### src/design/fis_pkg.sv
package fis_pkg;

  // register offsets
  localparam logic [7:0] IRQ_SOURCE_PRIMARY_ADDR    = 8'h10;
  localparam logic [7:0] IRQ_SOURCE_INTERNAL_ADDR   = 8'h11;
  localparam logic [7:0] IRQ_SOURCE_VENDOR_ADDR     = 8'h12;
  localparam logic [7:0] BUS_ADDRESS_READBACK_ADDR  = 8'hF9;
  localparam logic [7:0] DEVICE_CONFIG_READBACK_ADDR = 8'hFA;

  // reset values
  localparam logic [7:0] STATUS_RESET = 8'h00;

  // primary register bit positions
  localparam int PRIM_INTERNAL_BIT = 7;
  localparam int PRIM_EMPD_BIT     = 6;
  localparam int PRIM_WDT_BIT      = 5;
  localparam int PRIM_PEC_BIT      = 4;
  localparam int PRIM_RTC_BIT      = 3;
  localparam int PRIM_ENPIN_BIT    = 2;
  localparam int PRIM_XTAL_BIT     = 1;
  localparam int PRIM_OUTPIN_BIT   = 0;

  // internal-fault register bit positions
  localparam int INTL_VENDOR_BIT   = 7;
  localparam int INTL_RSVD_BIT     = 6;
  localparam int INTL_CRC_BIT      = 5;
  localparam int INTL_BIST_BIT     = 4;
  localparam int INTL_LDO_BIT      = 3;
  localparam int INTL_TSD_BIT      = 2;
  localparam int INTL_ECC_BIT      = 1;
  localparam int INTL_BTN_BIT      = 0;

  // layout of the sticky flag bank
  localparam int PRIM_FLAGS = 7;
  localparam int INTL_FLAGS = 6;
  localparam int VEND_FLAGS = 8;
  localparam int PRIM_BASE  = 0;
  localparam int INTL_BASE  = PRIM_BASE + PRIM_FLAGS;
  localparam int VEND_BASE  = INTL_BASE + INTL_FLAGS;
  localparam int BANK_FLAGS = VEND_BASE + VEND_FLAGS;

  // field values
  localparam logic [1:0]  WDT_DISABLED   = 2'h0;
  localparam logic [31:0] ALARM_DISABLED = 32'hFFFFFFFF;

endpackage : fis_pkg

### src/design/fis_fault_irq.sv
module fis_fault_irq #(
  parameter int         AF_SEL_W   = 2,
  parameter logic [1:0] BUTTON_SEL = 2'h1
) (
  // clock and reset
  input  wire logic                sys_clk,
  input  wire logic                rstn,
  // register access port
  input  wire logic [7:0]          reg_addr,
  input  wire logic [7:0]          reg_wdata,
  input  wire logic                reg_wr,
  input  wire logic                reg_rd,
  output logic      [7:0]          reg_rdata,
  output logic                     reg_rvalid,
  // event pulses
  input  wire logic                emergency_powerdown_event,
  input  wire logic                watchdog_violation_event,
  input  wire logic                packet_check_miscompare_event,
  input  wire logic                alarm_event,
  input  wire logic                runtime_crc_fault_event,
  input  wire logic                selftest_fault_event,
  input  wire logic                double_error_event,
  input  wire logic                button_short_pulse_event,
  input  wire logic [7:0]          vendor_fault_event,
  // fault condition levels
  input  wire logic                enable_pin_short,
  input  wire logic                crystal_fault,
  input  wire logic                output_pin_fault,
  input  wire logic                regulator_fault,
  input  wire logic                thermal_shutdown,
  // configuration
  input  wire logic [1:0]          watchdog_enable_field,
  input  wire logic                packet_check_enable,
  input  wire logic                alarm_wake_enable,
  input  wire logic                alarm_powerup_enable,
  input  wire logic [31:0]         alarm_value,
  input  wire logic                crystal_enable,
  input  wire logic                regulator_used,
  input  wire logic                alt_function_enable_12,
  input  wire logic [AF_SEL_W-1:0] alt_function_select_12,
  input  wire logic [6:0]          stored_bus_address,
  input  wire logic [1:0]          soc_interface_select,
  // interrupt pin
  output logic                     interrupt_out_n
);

  typedef struct packed {
    logic       irq_n;
    logic [7:0] rdata;
    logic       rvalid;
  } fis_state_t;

  fis_state_t                        state;
  fis_state_t                        next_state;
  logic [fis_pkg::BANK_FLAGS-1:0]    set;
  logic [fis_pkg::BANK_FLAGS-1:0]    clr;
  logic [fis_pkg::BANK_FLAGS-1:0]    flags;
  logic [7:0]                        primary_view;
  logic [7:0]                        internal_view;
  logic [7:0]                        vendor_view;
  logic                              alarm_enabled;
  logic                              button_enabled;

  function automatic logic addr_is(input logic [7:0] a, input logic [7:0] ref_addr);
    addr_is = (a == ref_addr);
  endfunction : addr_is

  assign alarm_enabled  = alarm_wake_enable | alarm_powerup_enable
                        | (alarm_value != fis_pkg::ALARM_DISABLED);
  assign button_enabled = alt_function_enable_12 & (alt_function_select_12 == BUTTON_SEL);

  // set vector: levels keep re-setting, so a clear only holds once the fault is gone
  always_comb begin
    set = '0;
    set[fis_pkg::PRIM_BASE + fis_pkg::PRIM_EMPD_BIT]   = emergency_powerdown_event;
    set[fis_pkg::PRIM_BASE + fis_pkg::PRIM_WDT_BIT]    = watchdog_violation_event
                                                       & (watchdog_enable_field != fis_pkg::WDT_DISABLED);
    set[fis_pkg::PRIM_BASE + fis_pkg::PRIM_PEC_BIT]    = packet_check_miscompare_event
                                                       & packet_check_enable;
    set[fis_pkg::PRIM_BASE + fis_pkg::PRIM_RTC_BIT]    = alarm_event & alarm_enabled;
    set[fis_pkg::PRIM_BASE + fis_pkg::PRIM_ENPIN_BIT]  = enable_pin_short;
    set[fis_pkg::PRIM_BASE + fis_pkg::PRIM_XTAL_BIT]   = crystal_fault & crystal_enable;
    set[fis_pkg::PRIM_BASE + fis_pkg::PRIM_OUTPIN_BIT] = output_pin_fault;
    set[fis_pkg::INTL_BASE + fis_pkg::INTL_CRC_BIT]    = runtime_crc_fault_event;
    set[fis_pkg::INTL_BASE + fis_pkg::INTL_BIST_BIT]   = selftest_fault_event;
    set[fis_pkg::INTL_BASE + fis_pkg::INTL_LDO_BIT]    = regulator_fault & regulator_used;
    set[fis_pkg::INTL_BASE + fis_pkg::INTL_TSD_BIT]    = thermal_shutdown;
    set[fis_pkg::INTL_BASE + fis_pkg::INTL_ECC_BIT]    = double_error_event;
    set[fis_pkg::INTL_BASE + fis_pkg::INTL_BTN_BIT]    = button_short_pulse_event & button_enabled;
    set[fis_pkg::VEND_BASE +: fis_pkg::VEND_FLAGS]     = vendor_fault_event;
  end

  // write-one clear decode; summary bits and reserved bit take no write
  always_comb begin
    clr = '0;
    if (reg_wr && addr_is(reg_addr, fis_pkg::IRQ_SOURCE_PRIMARY_ADDR)) begin
      clr[fis_pkg::PRIM_BASE +: fis_pkg::PRIM_FLAGS] = reg_wdata[fis_pkg::PRIM_FLAGS-1:0];
    end
    if (reg_wr && addr_is(reg_addr, fis_pkg::IRQ_SOURCE_INTERNAL_ADDR)) begin
      clr[fis_pkg::INTL_BASE +: fis_pkg::INTL_FLAGS] = reg_wdata[fis_pkg::INTL_FLAGS-1:0];
    end
    if (reg_wr && addr_is(reg_addr, fis_pkg::IRQ_SOURCE_VENDOR_ADDR)) begin
      clr[fis_pkg::VEND_BASE +: fis_pkg::VEND_FLAGS] = reg_wdata;
    end
  end

  fis_flag_bank #(
    .WIDTH (fis_pkg::BANK_FLAGS)
  ) u_bank (
    .sys_clk (sys_clk),
    .rstn    (rstn),
    .set     (set),
    .clr     (clr),
    .flags   (flags)
  );

  // register views
  always_comb begin
    vendor_view   = flags[fis_pkg::VEND_BASE +: fis_pkg::VEND_FLAGS];
    internal_view = {2'h0, flags[fis_pkg::INTL_BASE +: fis_pkg::INTL_FLAGS]};
    internal_view[fis_pkg::INTL_VENDOR_BIT] = |vendor_view;
    internal_view[fis_pkg::INTL_RSVD_BIT]   = 1'b0;
    internal_view[fis_pkg::INTL_LDO_BIT]    = flags[fis_pkg::INTL_BASE + fis_pkg::INTL_LDO_BIT]
                                            & regulator_used;
    primary_view  = {1'b0, flags[fis_pkg::PRIM_BASE +: fis_pkg::PRIM_FLAGS]};
    primary_view[fis_pkg::PRIM_INTERNAL_BIT] = |internal_view;
    primary_view[fis_pkg::PRIM_XTAL_BIT]     = flags[fis_pkg::PRIM_BASE + fis_pkg::PRIM_XTAL_BIT]
                                             & crystal_enable;
  end

  always_comb begin
    next_state        = state;
    next_state.irq_n  = ~(|primary_view);
    next_state.rvalid = reg_rd;
    if (reg_rd) begin
      case (reg_addr)
        fis_pkg::IRQ_SOURCE_PRIMARY_ADDR: begin
          next_state.rdata = primary_view;
        end
        fis_pkg::IRQ_SOURCE_INTERNAL_ADDR: begin
          next_state.rdata = internal_view;
        end
        fis_pkg::IRQ_SOURCE_VENDOR_ADDR: begin
          next_state.rdata = vendor_view;
        end
        fis_pkg::BUS_ADDRESS_READBACK_ADDR: begin
          next_state.rdata = {1'b0, stored_bus_address};
        end
        fis_pkg::DEVICE_CONFIG_READBACK_ADDR: begin
          next_state.rdata = {6'h00, soc_interface_select};
        end
        default: begin
          next_state.rdata = 8'h00;
        end
      endcase
    end
  end

  always_ff @(posedge sys_clk) begin
    if (!rstn) begin
      state.irq_n  <= 1'b1;
      state.rdata  <= fis_pkg::STATUS_RESET;
      state.rvalid <= 1'b0;
    end else begin
      state <= next_state;
    end
  end

  assign interrupt_out_n = state.irq_n;
  assign reg_rdata       = state.rdata;
  assign reg_rvalid      = state.rvalid;
endmodule : fis_fault_irq

### src/design/fis_flag_bank.sv
module fis_flag_bank #(
  parameter int WIDTH = 21
) (
  // clock and reset
  input  wire logic             sys_clk,
  input  wire logic             rstn,
  // set events and write-one clears
  input  wire logic [WIDTH-1:0] set,
  input  wire logic [WIDTH-1:0] clr,
  // sticky flags
  output logic      [WIDTH-1:0] flags
);

  typedef struct packed {
    logic [WIDTH-1:0] flags;
  } fis_bank_state_t;

  fis_bank_state_t state;
  fis_bank_state_t next_state;

  always_comb begin
    next_state       = state;
    // set applied after clear, so a colliding event survives
    next_state.flags = (state.flags & ~clr) | set;
  end

  always_ff @(posedge sys_clk) begin
    if (!rstn) begin
      state <= '0;
    end else begin
      state <= next_state;
    end
  end

  assign flags = state.flags;

endmodule : fis_flag_bank

### config.mk
export PLATFORM = sky130hd
export DESIGN_NAME = fis_fault_irq
export DESIGN_NICKNAME = d
export VERILOG_FILES = /design/src/design/fis_pkg.sv /design/src/design/fis_fault_irq.sv /design/src/design/fis_flag_bank.sv
export SDC_FILE = /design/constraint.sdc
export NUM_CORES = 1
export LEC_CHECK = 0
export BUFFER_PORTS_ARGS = -buffer_cell sky130_fd_sc_hd__buf_4
export CAP_MARGIN = 25
export CELL_PAD_IN_SITES_DETAIL_PLACEMENT = 1
export CELL_PAD_IN_SITES_GLOBAL_PLACEMENT = 1
export CORE_MARGIN = 2
export CORE_UTILIZATION = 33
export CTS_BUF_LIST = sky130_fd_sc_hd__clkbuf_4
export DETAILED_ROUTE_END_ITERATION = 10
export PLACE_DENSITY_LB_ADDON = 0.1
export SLEW_MARGIN = 10
export SYNTH_ARGS = -nofsm -noshare
export SYNTH_HDL_FRONTEND = slang
export SYNTH_SLANG_ARGS = --single-unit
### constraint.sdc
create_clock -name sys_clk -period 2.6 [get_ports sys_clk]
set_clock_uncertainty 0.05 [all_clocks]
set_input_delay 0.26 -clock sys_clk [delete_from_list [all_inputs] [get_ports sys_clk]]
set_output_delay 0.26 -clock sys_clk [all_outputs]
set_load 0.05 [all_outputs]
==> impl_results.html <==
<table>
<tr><th>Metric</th><th>Value</th></tr>
<tr><th colspan="2">Setup path</th></tr>
<tr><td>Worst Setup SP</td><td>u_bank.flags[12]$_SDFF_PN0_</td></tr>
<tr><td>Endpoint of the lowest-slack register-to-register path</td><td>reg_rdata[7]$_SDFFE_PN0P_</td></tr>
<tr><td>Critical path peak fanout</td><td>3</td></tr>
<tr><td>R2R cell count</td><td>4</td></tr>
<tr><td>Setup crit start kind</td><td>flop</td></tr>
<tr><td>CP arrival</td><td>1850 ps</td></tr>
<tr><td>Sort of element at the end of the critical path</td><td>flop</td></tr>
<tr><td>Reg-to-Reg Start</td><td>u_bank.flags[12]$_SDFF_PN0_</td></tr>
<tr><td>R2R setup slack</td><td>930 ps</td></tr>
<tr><td>CP required</td><td>2780 ps</td></tr>
<tr><td>Kind of critical path</td><td>flop to flop</td></tr>
<tr><th colspan="2">STA</th></tr>
<tr><td>Final Hold Viols</td><td>0</td></tr>
<tr><td>Final worst-path cycle share</td><td>64.4%</td></tr>
<tr><td>Slew Limit Headroom</td><td>57.2%</td></tr>
<tr><td>Endpoints failing setup</td><td>0</td></tr>
<tr><td>Total negative slack for setup checks</td><td>0 ps</td></tr>
<tr><td>Crit path time final</td><td>1670 ps</td></tr>
<tr><td>Post-Route Hold Slack</td><td>67.5 ps</td></tr>
<tr><td>Timing-limited maximum frequency</td><td>0.598 GHz</td></tr>
<tr><td>Setup repair after global routing missed its margin</td><td>false</td></tr>
<tr><td>Worst-Margin Slew</td><td>638 ps</td></tr>
<tr><td>Slack of the critical path</td><td>927 ps</td></tr>
<tr><td>Total count of max-transition violations in the final report</td><td>0</td></tr>
<tr><th colspan="2">Routing</th></tr>
<tr><td>Number of vias in the routed layout</td><td>1915</td></tr>
<tr><td>Final routed wirelength across all metal layers</td><td>6100 um</td></tr>
<tr><td>Routed Antenna Nets</td><td>0</td></tr>
<tr><td>Post-DR vias/cell</td><td>5.32</td></tr>
<tr><td>DR iter-0 viols</td><td>119</td></tr>
<tr><td>Remaining DRCs</td><td>0</td></tr>
<tr><td>Detail-routed net length per standard cell</td><td>16.9 um</td></tr>
<tr><td>DRT Pass-1 Iters</td><td>4</td></tr>
<tr><th colspan="2">Yosys</th></tr>
<tr><td>Most frequent cells after synthesis</td><td>sky130_fd_sc_hd__dfxtp_1 (31), sky130_fd_sc_hd__o21ai_0 (20), sky130_fd_sc_hd__inv_1 (17), sky130_fd_sc_hd__nand2_1 (17), sky130_fd_sc_hd__a41oi_1 (11)</td></tr>
<tr><td>Synthesis warning total</td><td>0</td></tr>
<tr><td>Async set-reset flop share out of synthesis</td><td>0%</td></tr>
<tr><td>Post-synthesis sequential element count</td><td>31</td></tr>
<tr><td>Synth top area share</td><td>37.3%</td></tr>
<tr><td>Sequential-to-total area share from yosys stat</td><td>37.3%</td></tr>
<tr><td>Top area cells in the synthesized netlist</td><td>sky130_fd_sc_hd__dfxtp_1 (37%), sky130_fd_sc_hd__o21ai_0 (6.0%), sky130_fd_sc_hd__a41oi_1 (5.8%), sky130_fd_sc_hd__inv_1 (3.8%), sky130_fd_sc_hd__nand2_1 (3.8%)</td></tr>
<tr><td>Synth Flop Type</td><td>sky130_fd_sc_hd__dfxtp_1</td></tr>
<tr><td>Unique cell type count in the Yosys netlist</td><td>43</td></tr>
<tr><td>Area leader, netlist</td><td>sky130_fd_sc_hd__dfxtp_1</td></tr>
<tr><td>Synthesized netlist cell count</td><td>193</td></tr>
<tr><td>Number of enable flip-flop cells after synthesis</td><td>0</td></tr>
<tr><td>Netlist area before placement</td><td>0.00166 mm^2</td></tr>
<tr><td>Most frequently used cell type in the post-synthesis netlist</td><td>sky130_fd_sc_hd__dfxtp_1</td></tr>
<tr><td>Net count of the mapped netlist</td><td>285</td></tr>
<tr><td>Mean Syn Cell Area</td><td>8.62 um^2</td></tr>
<tr><th colspan="2">Power</th></tr>
<tr><td>Reported leakage power</td><td>1.12 nW</td></tr>
<tr><td>Peak supply drop</td><td>0.242 mV</td></tr>
<tr><td>Cell Pwr Density</td><td>451 mW/mm^2</td></tr>
<tr><td>Overall power</td><td>1.14 mW</td></tr>
<tr><th colspan="2">Worst hold path</th></tr>
<tr><td>Launch instance of the worst min-delay path</td><td>reg_wdata[7]</td></tr>
<tr><td>Number of instances on the worst hold path</td><td>2</td></tr>
<tr><td>Destination of the worst hold path</td><td>u_bank.flags[20]$_SDFF_PN0_</td></tr>
<tr><td>Worst hold-check path type</td><td>primary input to flop</td></tr>
<tr><th colspan="2">Clock tree</th></tr>
<tr><td># clock sinks</td><td>31</td></tr>
<tr><td>Maximum level of the CTS H-tree</td><td>2</td></tr>
<tr><td>Cell at the root of the clock tree</td><td>sky130_fd_sc_hd__clkbuf_4</td></tr>
<tr><td>Total clock buffers created by CTS</td><td>5</td></tr>
<tr><td>Post_cts resized</td><td>0</td></tr>
<tr><td>TritonCTS clock tree</td><td>done</td></tr>
<tr><td>Clock edge transition at the registers on the reported setup and hold paths</td><td>110 ps</td></tr>
<tr><td>CTS Buffer Depth</td><td>2</td></tr>
<tr><td>Hold-fix buffers, CTS</td><td>0</td></tr>
<tr><td>Worst-Skew Late Latency</td><td>340 ps</td></tr>
<tr><td>Setup repair bufs after CTS</td><td>0</td></tr>
<tr><th colspan="2">Placement</th></tr>
<tr><td>Post-Place Cells</td><td>352</td></tr>
<tr><td>Port-buffer cells</td><td>101</td></tr>
<tr><td>Detailed placement HPWL</td><td>4900 um</td></tr>
<tr><td>Post-Place Worst Slack</td><td>583 ps</td></tr>
<tr><td>Gpl congestion</td><td>0.775</td></tr>
<tr><th colspan="2">Global route</th></tr>
<tr><td>Global-route wire length before repair</td><td>9790 um</td></tr>
<tr><td>Number of antenna violations at the first check in global routing</td><td>0</td></tr>
<tr><td>Largest net degree at the start of global routing</td><td>25</td></tr>
<tr><td>Overall track demand over capacity in global routing</td><td>23.3%</td></tr>
<tr><td>Leftover overflow at the end of global routing</td><td>0</td></tr>
<tr><td>Vias in the first global route</td><td>2002</td></tr>
<tr><th colspan="2">Floorplan</th></tr>
<tr><td>Number of primary I/O pins</td><td>102</td></tr>
<tr><td>Standard-cell rows</td><td>25</td></tr>
<tr><td>Placeable core area</td><td>0.00479 mm^2</td></tr>
<tr><td>Area of the die</td><td>0.00562 mm^2</td></tr>
<tr><td>Die Span X</td><td>75.0 um</td></tr>
<tr><td>Starting Density</td><td>34.7%</td></tr>
<tr><td>Chip Height</td><td>75.0 um</td></tr>
<tr><th colspan="2">Final layout</th></tr>
<tr><td>Fill count</td><td>614</td></tr>
<tr><td>Antenna cell count</td><td>0</td></tr>
<tr><td>Layout cells sized above 1</td><td>40.3%</td></tr>
<tr><td>Net total in the final layout</td><td>384</td></tr>
<tr><td>Final non-filler cell total</td><td>360</td></tr>
<tr><td>Area added between synthesis and finish</td><td>51.8%</td></tr>
<tr><th colspan="2">Outcome</th></tr>
<tr><td>Outcome</td><td>finished, final reports clean</td></tr>
<tr><th colspan="2">Flow run</th></tr>
<tr><td>Max capacitance violation total</td><td>0</td></tr>
</table>
worst max-delay path by stage:
stage / to / cells past startpoint
2_1_floorplan: u_bank.flags[3]$_SDFF_PN0_ / 5
3_3_place_gp: u_bank.flags[3]$_SDFF_PN0_ / 5
3_5_place_dp: u_bank.flags[0]$_SDFF_PN0_ / 5
4_1_cts: reg_rdata[7]$_SDFFE_PN0P_ / 4
5_1_grt: reg_rdata[7]$_SDFFE_PN0P_ / 4
6_report: reg_rdata[7]$_SDFFE_PN0P_ / 4
where the power goes:
part / switching [mW] / internal (mW)
combinational: 0.104 / 0.133
clock: 0.183 / 0.198
sequential: 0.0205 / 0.501
total: 0.307 / 0.832
stage by stage:
| stage | cell area, um^2 | utilization (%) |
|---|---|---|
| after floorplan | 1660 | - |
| after global placement | 2450 | 51.2 |
| after detailed placement | 2450 | 51.2 |
| after CTS | 2520 | 52.8 |
| after global routing | 2520 | 52.8 |
| final | 2520 | 52.8 |
cell type report:
| type | count | area [um^2] | share of cell area [%] |
|---|---|---|---|
| clock buffers | 5 | 37.5 | 1.49 |
| multi-input cells | 136 | 922 | 36.5 |
| well taps | 67 | 83.8 | 3.32 |
| repair buffers | 101 | 758 | 30.0 |
| clock inverters | 3 | 38.8 | 1.54 |
| flip-flops and latches | 31 | 621 | 24.6 |
| inverters | 17 | 63.8 | 2.53 |
kinds of logic after synthesis:
group | synth area share (%)
buffers and inverters | 7.22
AO/OA/AOI/OAI | 30.9
AND/OR/NAND/NOR | 21.5
multiplexers | 3.09
flip-flops | 37.3
sequential cells by signal, indices dropped and copies added (netlist names):
name / count
interrupt_out_n: 1
reg_rdata: 8
u_bank.flags: 21
reg_rvalid: 1
critical path, cell delays in order (launching register included):
cell                      delay, ps
sky130_fd_sc_hd__dfxtp_1        340
sky130_fd_sc_hd__or4_1          540
sky130_fd_sc_hd__or3_1          370
sky130_fd_sc_hd__a21oi_1        180
sky130_fd_sc_hd__o22ai_1         90
placed cells by master (no fill, tap or decap), drive strengths merged, types with 5 or more instances in the layout:
master | netlist | routed
nor3 | 5 | 5
nor2 | 9 | 9
a32oi | 6 | 6
dfxtp | 31 | 31
nand4 | 9 | 9
a21oi | 7 | 7
clkbuf | 5 | 5
o21ai | 20 | 20
nor4 | 7 | 7
inv | 17 | 17
nand2 | 17 | 17
a41oi | 11 | 11
buf | 4 | 101
layer usage:
| metal | vias up | share of wire [%] | global-route usage [%] |
|---|---|---|---|
| li1 | 937 | - | - |
| met1 | 901 | 41 | 27.4 |
| met2 | 71 | 51 | 40.9 |
| met3 | 6 | 6.4 | 6.29 |
| met4 | 0 | 1.5 | 7.34 |
| met5 | - | 0 | 0 |
Power figures use the tool's default switching activity.
